==> config.mk <==
export PLATFORM = sky130hd
export DESIGN_NAME = uvp_host
export DESIGN_NICKNAME = d
export VERILOG_FILES = /design/src/uvp_pkg.sv /design/src/uvp_host.sv
export SDC_FILE = /design/constraint.sdc
export NUM_CORES = 1
export LEC_CHECK = 0
export BUFFER_PORTS_ARGS = -buffer_cell sky130_fd_sc_hd__buf_2
export CAP_MARGIN = 20
export CORE_UTILIZATION = 56
export CTS_CLUSTER_DIAMETER = 100
export DETAILED_ROUTE_END_ITERATION = 8
export HOLD_SLACK_MARGIN = 0.03
export MAX_ROUTING_LAYER = met4
export PLACE_DENSITY = 0.8
export SLEW_MARGIN = 20
export SYNTH_ARGS = -nofsm -noshare
export SYNTH_HDL_FRONTEND = slang
export SYNTH_SLANG_ARGS = --single-unit
==> constraint.sdc <==
create_clock -name clk -period 2.85 [get_ports clk]
set_input_delay 0.4275 -clock clk [delete_from_list [all_inputs] [get_ports clk]]
set_output_delay 0.4275 -clock clk [all_outputs]
set_load 0.01 [all_outputs]
==> src/uvp_pkg.sv <==
package uvp_pkg;
  // ----------------------------------------
  // Array geometry
  // ----------------------------------------
  localparam int ADDR_W = 11;
  localparam int DATA_W = 8;
  localparam int WORDS = 2048;
  localparam logic [7:0] ERASED_WORD = 8'hff;

  // ----------------------------------------
  // Timing figures
  // ----------------------------------------
  localparam int CLK_MHZ = 50;
  localparam int CLK_NS = 20;
  localparam int PULSE_NOM_MS = 50;
  localparam int PULSE_MIN_MS = 45;
  localparam int PULSE_MAX_MS = 55;
  // Milliseconds times MHz first, then times 1000; the product stays inside int range
  localparam int PULSE_CYC = PULSE_NOM_MS * CLK_MHZ * 1000;
  localparam int SETUP_US = 2;
  localparam int SETUP_CYC = SETUP_US * CLK_MHZ;
  localparam int GATE_NS = 150;
  localparam int GATE_CYC = (GATE_NS + CLK_NS - 1) / CLK_NS;
  localparam int SYNC_CYC = 2;

  // ----------------------------------------
  // Controller states
  // ----------------------------------------
  typedef enum logic [3:0] {
    ST_IDLE,
    ST_RD_SETUP,
    ST_RD_WAIT,
    ST_PG_SUPPLY,
    ST_PG_SETUP,
    ST_PG_PULSE,
    ST_PG_HOLD,
    ST_VF_WAIT,
    ST_VF_HOLD
  } uvp_state_t;
endpackage

==> src/uvp_host.sv <==
`timescale 1ns/1ps
// Overview of operation
// - Program mode needs high supply and gate high before strobe.
// - Programmer drives address and data pattern during programming.
// - One high strobe pulse, nominally 50 ms, 45 to 55 ms.
// - Never hold strobe statically high; one pulse per address.
// - Addresses may be programmed in any order.
// - Parallel devices share all inputs except their strobe.
// - Verify at high supply with enable and gate low.
// - Supply stays normal except during program and verify.
// - Never switch supply while gate and strobe both high.
// - Enable selects the device; gate follows the read strobe.
module uvp_host #(
  parameter int PULSE_CYCLES = uvp_pkg::PULSE_CYC,
  parameter int SETUP_CYCLES = uvp_pkg::SETUP_CYC
) (
  input wire logic clk,                  // 50 MHz clock
  input wire logic reset_n,              // Async reset, active low
  input wire logic readReq,              // Request one read
  input wire logic progReq,              // Request one program+verify
  input wire logic [10:0] reqAddr,       // Target address
  input wire logic [7:0] reqData,        // Pattern to program
  output logic reqReady,                 // Idle, request accepted
  output logic [7:0] rspData,            // Word read or verified
  output logic rspValid,                 // One-cycle answer pulse
  output logic progFail,                 // Verify mismatch with rspValid
  output logic [10:0] memAddr,           // Device address pins
  input wire logic [7:0] memDataIn,      // Device data pins, in
  output logic [7:0] memDataOut,         // Device data pins, out
  output logic memDataOe,                // High while host drives data
  output logic chipEnableProgramStrobe,  // Enable low / program pulse
  output logic outputGateLow,            // Output gate, active low
  output logic programSupplyHigh         // 1 = +25 V, 0 = logic supply
);
  // Counter wide enough for the longest legal pulse at this clock
  localparam int CW = 22;

  // ----------------------------------------
  // Parameter checks
  // ----------------------------------------
  // Refused at elaboration; a longer pulse could damage the cell
  if (PULSE_CYCLES < 2 || PULSE_CYCLES >= (1 << CW))
  begin : pulse_range_g
    $error("pulse length out of range");
  end
  if (PULSE_CYCLES > uvp_pkg::PULSE_MAX_MS * uvp_pkg::CLK_MHZ * 1000)
  begin : pulse_max_g
    $error("pulse longer than the programming limit");
  end
  if (SETUP_CYCLES < 1 || SETUP_CYCLES >= (1 << CW))
  begin : setup_range_g
    $error("setup length out of range");
  end

  // All state in one record: one comb copy, one register
  typedef struct packed {
    uvp_pkg::uvp_state_t st;
    logic [CW-1:0] cnt;
    logic [10:0] addr;
    logic [7:0] wdata;
    logic [7:0] rdata;
    logic valid;
    logic fail;
    // Pin registers
    logic ce;
    logic oe;
    logic vpp;
    logic drive;
    // Two-flop synchroniser on the data pins
    logic [7:0] s1;
    logic [7:0] s2;
  } uvp_regs_t;

  // Registered state and its next value
  uvp_regs_t r;
  uvp_regs_t next_r;

  // Compare read-back against pattern
  function automatic logic mismatch(input logic [7:0] a, input logic [7:0] b);
    mismatch = (a != b);
  endfunction

  // ----------------------------------------
  // Next-state logic
  // ----------------------------------------
  always_comb
  begin
    next_r = r;
    next_r.valid = 1'b0;
    next_r.s1 = memDataIn;               // Pins are asynchronous
    next_r.s2 = r.s1;
    case (r.st)
      uvp_pkg::ST_IDLE:
      begin
        // Standby: enable high, gate high, supply normal
        next_r.ce = 1'b1;
        next_r.oe = 1'b1;
        next_r.vpp = 1'b0;
        next_r.drive = 1'b0;
        next_r.cnt = '0;
        if (progReq)
        begin
          // Any address order is accepted
          next_r.addr = reqAddr;
          next_r.wdata = reqData;
          next_r.fail = 1'b0;
          next_r.ce = 1'b0;              // Strobe low before supply moves
          next_r.st = uvp_pkg::ST_PG_SUPPLY;
        end
        else if (readReq)
        begin
          next_r.addr = reqAddr;
          next_r.ce = 1'b0;              // Enable selects device
          next_r.st = uvp_pkg::ST_RD_SETUP;
        end
      end
      uvp_pkg::ST_RD_SETUP:
      begin
        // Gate falls after address and enable settle
        next_r.oe = 1'b0;
        next_r.st = uvp_pkg::ST_RD_WAIT;
      end
      uvp_pkg::ST_RD_WAIT:
      begin
        // Access plus synchroniser delay covers gate-to-data
        next_r.cnt = r.cnt + 1'b1;
        if (r.cnt == CW'(uvp_pkg::GATE_CYC + uvp_pkg::SYNC_CYC))
        begin
          next_r.rdata = r.s2;
          next_r.valid = 1'b1;
          next_r.ce = 1'b1;
          next_r.oe = 1'b1;
          next_r.st = uvp_pkg::ST_IDLE;
        end
      end
      uvp_pkg::ST_PG_SUPPLY:
      begin
        // Gate high first, strobe low, then raise supply
        next_r.oe = 1'b1;
        next_r.ce = 1'b0;
        next_r.vpp = 1'b1;
        next_r.drive = 1'b1;             // Host drives the data pins
        next_r.cnt = '0;
        next_r.st = uvp_pkg::ST_PG_SETUP;
      end
      uvp_pkg::ST_PG_SETUP:
      begin
        // Address and data stable before the pulse
        next_r.cnt = r.cnt + 1'b1;
        if (r.cnt == CW'(SETUP_CYCLES - 1))
        begin
          next_r.cnt = '0;
          next_r.ce = 1'b1;
          next_r.st = uvp_pkg::ST_PG_PULSE;
        end
      end
      uvp_pkg::ST_PG_PULSE:
      begin
        // Exactly one bounded pulse, never static high
        next_r.cnt = r.cnt + 1'b1;
        if (r.cnt == CW'(PULSE_CYCLES - 1))
        begin
          next_r.cnt = '0;
          next_r.ce = 1'b0;
          next_r.st = uvp_pkg::ST_PG_HOLD;
        end
      end
      uvp_pkg::ST_PG_HOLD:
      begin
        // Hold data past the falling strobe, then release pins
        next_r.cnt = r.cnt + 1'b1;
        if (r.cnt == CW'(SETUP_CYCLES - 1))
        begin
          next_r.cnt = '0;
          next_r.drive = 1'b0;
          next_r.oe = 1'b0;              // Verify at high supply
          next_r.st = uvp_pkg::ST_VF_WAIT;
        end
      end
      uvp_pkg::ST_VF_WAIT:
      begin
        // Read back at high supply, same wait as a normal read
        next_r.cnt = r.cnt + 1'b1;
        if (r.cnt == CW'(uvp_pkg::GATE_CYC + uvp_pkg::SYNC_CYC))
        begin
          next_r.cnt = '0;
          next_r.rdata = r.s2;
          next_r.fail = mismatch(r.s2, r.wdata);
          next_r.oe = 1'b1;
          next_r.vpp = 1'b0;             // Supply drops, strobe low
          next_r.st = uvp_pkg::ST_VF_HOLD;
        end
      end
      uvp_pkg::ST_VF_HOLD:
      begin
        // Supply is normal again before the strobe rises into standby,
        // so a rising strobe can never act as a second program pulse
        next_r.cnt = r.cnt + 1'b1;
        if (r.cnt == CW'(SETUP_CYCLES - 1))
        begin
          next_r.ce = 1'b1;              // Standby at normal supply
          next_r.valid = 1'b1;
          next_r.st = uvp_pkg::ST_IDLE;
        end
      end
      default:
        next_r.st = uvp_pkg::ST_IDLE;
    endcase
  end

  // ----------------------------------------
  // State register
  // ----------------------------------------
  always_ff @(posedge clk or negedge reset_n)
  begin
    if (!reset_n)
    begin
      r <= '0;
      r.st <= uvp_pkg::ST_IDLE;
      r.ce <= 1'b1;
      r.oe <= 1'b1;
    end
    else
      r <= next_r;
  end

  // ----------------------------------------
  // Pin and answer outputs
  // ----------------------------------------
  // Outputs; strobe per device is this port alone
  assign reqReady = (r.st == uvp_pkg::ST_IDLE);
  assign rspData = r.rdata;
  assign rspValid = r.valid;
  assign progFail = r.fail;
  assign memAddr = r.addr;
  assign memDataOut = r.wdata;
  assign memDataOe = r.drive;
  assign chipEnableProgramStrobe = r.ce;
  assign outputGateLow = r.oe;
  assign programSupplyHigh = r.vpp;

  // ----------------------------------------
  // Checks
  // ----------------------------------------
  // Programming sequence, idle supply and read-mode pins
  pulse_length_a: assert property (@(posedge clk) disable iff (!reset_n)
    $rose(r.ce) && r.vpp |-> (r.ce && r.vpp) [*2])
    else $error("strobe pulse too short");
  pulse_bound_a: assert property (@(posedge clk) disable iff (!reset_n)
    r.ce && r.vpp |-> r.st == uvp_pkg::ST_PG_PULSE
      && r.cnt < CW'(PULSE_CYCLES))
    else $error("strobe high outside its pulse");
  prog_gate_a: assert property (@(posedge clk) disable iff (!reset_n)
    r.vpp && r.ce |-> r.oe)
    else $error("strobe with gate low at high supply");
  supply_switch_a: assert property (@(posedge clk)
    disable iff (!reset_n)
    $changed(r.vpp) |-> !($past(r.ce) && $past(r.oe)))
    else $error("supply switched with gate and strobe high");
  supply_idle_a: assert property (@(posedge clk) disable iff (!reset_n)
    r.st == uvp_pkg::ST_IDLE |-> !r.vpp)
    else $error("high supply while idle");
  no_contend_a: assert property (@(posedge clk) disable iff (!reset_n)
    r.drive |-> r.oe)
    else $error("host drives data with gate low");
  read_mode_a: assert property (@(posedge clk) disable iff (!reset_n)
    r.st == uvp_pkg::ST_RD_WAIT |-> !r.ce && !r.oe && !r.vpp)
    else $error("read pins wrong");
  verify_mode_a: assert property (@(posedge clk) disable iff (!reset_n)
    r.st == uvp_pkg::ST_VF_WAIT |-> !r.ce && !r.oe && r.vpp && !r.drive)
    else $error("verify pins wrong");
  supply_entry_a: assert property (@(posedge clk) disable iff (!reset_n)
    $rose(r.vpp) |-> r.oe && !r.ce)
    else $error("supply raised with strobe high or gate low");
  addr_stable_a: assert property (@(posedge clk) disable iff (!reset_n)
    r.vpp |-> $stable(r.addr))
    else $error("address moved at high supply");
  data_stable_a: assert property (@(posedge clk) disable iff (!reset_n)
    r.drive |-> $stable(r.wdata))
    else $error("pattern moved while driven");
  drive_supply_a: assert property (@(posedge clk) disable iff (!reset_n)
    r.drive |-> r.vpp)
    else $error("data driven at normal supply");
  data_hold_a: assert property (@(posedge clk) disable iff (!reset_n)
    $fell(r.ce) && r.vpp |-> r.drive)
    else $error("data released before strobe fell");
  fail_clear_a: assert property (@(posedge clk) disable iff (!reset_n)
    $rose(r.vpp) |-> !r.fail)
    else $error("stale fail flag at program start");

  // Read, idle and answer
  read_gate_a: assert property (@(posedge clk) disable iff (!reset_n)
    r.st == uvp_pkg::ST_RD_SETUP |-> !r.ce && r.oe && !r.vpp)
    else $error("gate fell before enable settled");
  idle_standby_a: assert property (@(posedge clk) disable iff (!reset_n)
    r.st == uvp_pkg::ST_IDLE |-> r.ce && r.oe && !r.drive)
    else $error("idle pins not in standby");
  valid_pulse_a: assert property (@(posedge clk) disable iff (!reset_n)
    r.valid |=> !r.valid)
    else $error("answer pulse longer than one cycle");
endmodule

==> metrics.yaml, run 1 <==
path_clk_slew_ns: 0.08
cts_buffers: 9
p_sw_share_pct: 23.3
vias_per_cell: 5.70
nets: 434
core_area_um2: 6420
critical_path_class: "reg -> reg"
yosysTopAreaCell: "dfrtp_1"
drv_slew: 0
p_total_mw: 1.86
start_util_pct: 58.7
ant_nets: 0
yosys_warnings: 0
dieHeight_um: 84.1
grt_pass1_wl_mm: 12.5
layout.cells.most_common: "dfrtp_1"
maxCapViolCount: 0
die_x_um: 84.1
grtUsageMet1_pct: 30.3
cp_cell_sequence: "or4_4 > or4_4 > a221o_1 > a221oi_4 > buf_4 > o21ai_0 > a21o_1"
dp_hpwl_mm: 5.18
drc: 13
cp-end-kind: "flip-flop"
crit_path_max_fanout: 8
cp.depth: 7
synth_cells: 353
drive_gt1_share_pct: 33.3
finalCritPeriodShare_pct: 96.1
fmax_mhz: 365
hold_violations: 0
synth_top_cells_by_area: "dfrtp_1 48%, mux2_2 8.7%, buf_4 5.6%, xnor2_1 3.3%, nor2_1 2.7%"
cts_max_level: 3
relSlewSlack_pct: 41.0
cp.required_ns: 3.10
p_int_mw: 1.43
synth_ff_type: "dfrtp_1"
critPathSlowestCell: "or4_4"
rr_worst_depth: 7
p_per_area_nw_per_um2: 445
power_frac_seq_pct: 58.5
clock_path_buffers: 2
ios: 65
top_usage_layer: "met2"
async_reset_ff_share_pct: 100
fp-row-count: 29
die_area_um2: 7070
grtUsageMet3_pct: 4.45
synth_top_area_share_pct: 48.4
startpoint_type: "flip-flop"
cts_tree: "yes"
finalSetupViolCount: 0
cpPeakStageDelay_ns: 0.56
violations: "DRC"
grt_max_degree: 34
clock_power_share_pct: 37.9
rsz0062_at_grt: "yes"
cts-root-buf: "clkbuf_8"
dr_total_vias: 2755
cts_resized: 0
worstPathArrival_ns: 2.99
peakVddDrop_uv: 307
reg2reg_slack_ns: 0.11
gp_congestion: 0.900
post-cts-setup-buffers: 0
cts_sinks: 75
finClkSkew_ns: 0.0112
antenna_found_initial: 0
grt_overflow_total: 0
synth-seq-cells: 75
crit_family: "simple AND/OR/NAND/NOR gates"
path_common_cell: "or4_4"
period_minus_slack_ns: 2.74
status: "finished, violations left"
final_cell_mix: "73 x dfrtp_1, 64 x buf_2, 29 x mux2_2, 27 x nor2_1, 22 x nand2_1"
synth_area_um2: 3770
synth_edf_count: 0
synth_area_per_cell_um2: 10.7
yosysUniqueCellTypes: 54
first_iter_violations: 250
diodes: 0
seq_area_frac_synth_pct: 49.8
cellLeakagePower_nw: 2.02
comb_power_share_pct: 3.5
area_growth_pct: 10.9
tightest_slew_ns: 0.879
switching_power_mw: 0.434
hold_buffers: 0
grt.total_usage_pct: 23.1
hp-class: "in -> async"
wl_per_cell_um: 15.2
first_pass_iters: 7
grt_pass1_vias: 2605
critPathBufInv: 1
port_buffers: 64
layout_setup_ws_ns: 0.110
wl_mm: 7.34
use_met2_pct: 34.7
synth_nets: 386
clock_latency_ns: 0.35
dpl_worst_slack_ns: 0.125
==> synthesized netlist by cell type (3+ instances only) <==
cell type	instances
a21o_1	6
a21oi_1	8
and2_1	4
and3_1	7
buf_4	28
buf_6	3
clkbuf_1	9
dfrtp_1	73
inv_1	7
mux2_2	29
mux2i_1	4
nand2_1	22
nand3_1	18
nand4_1	6
nor2_1	27
nor2b_1	4
nor3_1	8
nor3b_1	4
nor4_1	3
o21ai_0	16
o31ai_1	3
xnor2_1	14
xor2_1	8
==> worst reg2reg max path: stages (launching register included) <==
cell,delay (ns)
dfrtp_1,0.41
or4_4,0.56
or4_4,0.50
a221o_1,0.37
a221oi_4,0.30
buf_4,0.21
o21ai_0,0.09
a21o_1,0.18
==> layout make-up <==
class	count	area, um^2
Clock buffer	10	128
Clock inverter	6	42.5
Fill cell	472	2240
Inverter	8	30.0
Multi-Input combinational cell	229	1580
Sequential cell	75	1880
Tap cell	77	96.3
Timing Repair Buffer	78	429
==> path summary, 6_finish.rpt <==
path	end	start
max	r[52]	r[65]
min	r[51]	reset_n
max reg2reg	r[52]	r[65]
min reg2reg	r[6]	next_r[6]
max in group asynchronous	r[1]	reset_n
min in group clk	next_r[1]	memDataIn[1]
==> power by group through the flow <==
stage	Combinational [mW]	Sequential [mW]	Clock, mW
final	0.0658	1.09	0.706
after global routing	0.0748	1.09	0.762
after CTS	0.0680	1.09	0.729
after detailed placement	0.0677	1.11	0
after global placement	0.0660	1.11	0
after floorplan	0.0246	1.11	0
==> through the flow <==
stage                     utilization (%)  hold slack, ns  instance area (um^2)  std cells  setup TNS [ns]
after CTS                            65.1           0.156                  4180        483               0
after floorplan                         -           0.132                  3770        353               0
after detailed placement             62.5           0.335                  4010        467               0
after global placement               62.5           0.331                  4010        467               0
after global routing                 65.2           0.164                  4190        483        -0.00304
final                                65.2           0.146                  4190        483               0
==> registers in the layout, summed over array words and instances (netlist names), 8 cells and up <==
| name | count |
|---|---|
| r | 34 |
| rspData | 8 |
| next_r | 8 |
| memDataOut | 8 |
| memAddr | 11 |
==> routing by layer <==
metal,part of all wire (%),up-vias
li1,-,1307
met5,0,-
met4,2.7,0
met1,44,1309
met3,6.0,22
met2,47,117
==> cells by family after synthesis <==
kind of cell	after synthesis	share of synthesized area (%)
multiplexers	33	9.72
buffers and inverters	49	8.29
AO/OA/AOI/OAI	51	9.35
flip-flops	75	49.8
AND/OR/NAND/NOR	120	16.8
adder cells (fa/ha/maj)	3	0.929
XOR/XNOR	22	5.11
No activity file was read; power rests on OpenSTA's default activity.
==> inputs of run 2 (changes only) <==
Settings changed: ABC_CLOCK_PERIOD_IN_PS set to 2670, CTS_CLUSTER_SIZE set to 16.
Clock period 2.85 ns to 2.67 ns, I/O delays scaled along.
==> run 2 against run 1 <==
The run ends with DRC, setup timing left. Sequential power up 6%. Clock power up 19%. Total power is 11% higher. Clock skew is 0.0046 ns lower. Global-route usage rose by 0.47 points.
==> metrics.yaml, run 2 (synthesis gave the netlist of run 1 again) <==
drive_gt1_share_pct: 34.8  # was 33.3%
relSlewSlack_pct: 61.9  # was 41.0%
peakVddDrop_uv: 344  # was 307 uV
ios: 65  # unchanged
dp_hpwl_mm: 5.36  # was 5.18 mm
cts_buffers: 9  # unchanged
start_util_pct: 58.7  # unchanged
top_register: "r"  # unchanged
hold_buffers: 0  # unchanged
tightest_slew_ns: 0.567  # was 0.879 ns
finClkSkew_ns: 0.00666  # was 0.0112 ns
path_common_cell: "or4_4"  # unchanged
cts_tree: "yes"  # unchanged
grt_pass1_wl_mm: 12.6  # was 12.5 mm
die_area_um2: 7070  # unchanged
finalSetupViolCount: 1  # was 0
vias_per_cell: 5.67  # was 5.70
port_buffers: 64  # unchanged
first_pass_iters: 6  # was 7
drc: 13  # unchanged
cts-root-buf: "clkbuf_8"  # unchanged
drv_slew: 0  # unchanged
largest_reg_flops: 34  # unchanged
critPathCapture: "r[54]"  # was r[52]
layout.cells.most_common: "dfrtp_1"  # unchanged
reg2reg_slack_ns: -0.004  # was 0.11 ns
startpoint_type: "flip-flop"  # unchanged
clock_latency_ns: 0.35  # about the same
wl_mm: 7.34  # about the same
dr_total_vias: 2786  # was 2755
crit_path_max_fanout: 7  # was 8
p_per_area_nw_per_um2: 485  # was 445 nW/um^2
grt_overflow_total: 0  # unchanged
gp_congestion: 0.901  # was 0.900
hp-class: "in -> async"  # unchanged
period_minus_slack_ns: 2.67  # was 2.74 ns
maxCapViolCount: 0  # unchanged
cp-end-kind: "flip-flop"  # unchanged
cellLeakagePower_nw: 2.08  # was 2.02 nW
cpPeakStageDelay_ns: 0.54  # was 0.56 ns
core_area_um2: 6420  # unchanged
violations: "DRC, setup timing"  # was DRC
post-cts-setup-buffers: 0  # unchanged
critPathSlowestCell: "or4_4"  # unchanged
timing.rr.start: "r[65]"  # unchanged
cp_cell_sequence: "or4_4 > or4_4 > a221o_1 > a221oi_4 > buf_6 > nor3_1 > a211o_1"  # was or4_4 > or4_4 > a221o_1 > a221oi_4 > buf_4 > o21ai_0 > a21o_1
grt_max_degree: 47  # was 34
critical_path_class: "reg -> reg"  # unchanged
diodes: 0  # unchanged
status: "finished, violations left"  # unchanged
path_clk_slew_ns: 0.08  # about the same
rr_worst_depth: 7  # unchanged
grt.total_usage_pct: 23.6  # was 23.1%
crit_path_start: "r[65]"  # unchanged
critPathBufInv: 1  # unchanged
dpl_cell_area_um2: 4080  # was 4010 um^2
ant_nets: 0  # unchanged
design_area_um2: 4280  # was 4190 um^2
wl_per_cell_um: 15.0  # was 15.2 um
finalCritPeriodShare_pct: 100  # was 96.1%
first_iter_violations: 172  # was 250
cp.required_ns: 2.91  # was 3.10 ns
hold_violations: 0  # unchanged
worstPathArrival_ns: 2.91  # was 2.99 ns
cts_sinks: 75  # unchanged
area_growth_pct: 13.3  # was 10.9%
layout_setup_ws_ns: -0.00437  # was 0.110 ns
rsz0062_at_grt: "yes"  # unchanged
dieHeight_um: 84.1  # unchanged
fp-row-count: 29  # unchanged
fmax_mhz: 374  # was 365 MHz
final_cell_mix: "73 x dfrtp_1, 64 x buf_2, 29 x mux2_2, 27 x nor2_1, 22 x nand2_1"  # unchanged
crit_family: "simple AND/OR/NAND/NOR gates"  # unchanged
dpl_worst_slack_ns: -0.00163  # was 0.125 ns
clock_path_buffers: 2  # unchanged
cts_max_level: 3  # unchanged
n_fill_cell: 506  # was 472
antenna_found_initial: 0  # unchanged
nets: 443  # was 434
die_x_um: 84.1  # unchanged
grt_pass1_vias: 2691  # was 2605
r2r_end: "r[54]"  # was r[52]
cp.depth: 7  # unchanged
run 2: cell count changes in the layout (fill, tap and decap cells not counted):
cell,change
buf_6,+1
bufinv_16,+1
clkinvlp_4,-1
clkbuf_1,-1
buf_4,+8
run 2: through the flow:
stage	utilization (%)	hold slack (ns)	setup TNS, ns	instances	total power, mW
finish	66.6	0.0673	-0.00437	491	2.07
global route	66.6	0.0985	-0.698	491	2.15
CTS	66.5	0.0761	-0.000838	491	2.09
detailed placement	63.5	0.337	-0.00163	476	1.26
global placement	63.5	0.332	0	476	1.25
floorplan	-	0.105	0	353	1.21
run 2: repair_timing:
action                                  4_1_cts  5_1_grt
endpoints found under the setup margin        2       16
pin swaps                                     0        1
gates resized for setup                       1        1
gates cloned                                  0        0
endpoints found under the hold margin         0        0
run 2: metal layers:
layer | global-route usage (%) | part of all wire (%)
met5 | - | 0
met4 | 10.8 | 2.0
met3 | 4.55 | 4.9
met2 | 37.1 | 49
met1 | 29.6 | 44
run 2: power breakdown:
group | internal, mW | switching, mW
combinational | 0.0317 | 0.0381
sequential | 1.15 | 0.00843
clock | 0.428 | 0.415
run 2: worst min path at each step:
| stage | from | to | slack, ns | depth (start not counted) |
|---|---|---|---|---|
| final | reset_n | r[51] | 0.07 | 2 |
| after CTS | reset_n | r[51] | 0.08 | 2 |
| after detailed placement | next_r[3] | r[3] | 0.34 | 0 |
| after global placement | next_r[1] | r[1] | 0.33 | 0 |
| after global routing | reset_n | r[51] | 0.1 | 2 |
| after floorplan | reset_n | memAddr[0] | 0.10 | 0 |
run 2: cell type report:
type | count | area, um^2 | area share, %
Timing Repair Buffer | 87 | 500 | 11.7
Tap cell | 77 | 96.3 | 2.25
Clock buffer | 9 | 124 | 2.90
Inverter | 8 | 30.0 | 0.702
Sequential cell | 75 | 1880 | 44.0
Multi-Input combinational cell | 229 | 1580 | 37.0
Clock inverter | 6 | 65.1 | 1.52
run 2: worst register-to-register path, delay by kind of cell, from the launching register on:
family | cells | cell delay (ns)
compound gates | 3 | 0.93
buf+inv | 1 | 0.17
flops | 1 | 0.38
simple gates | 3 | 1.08
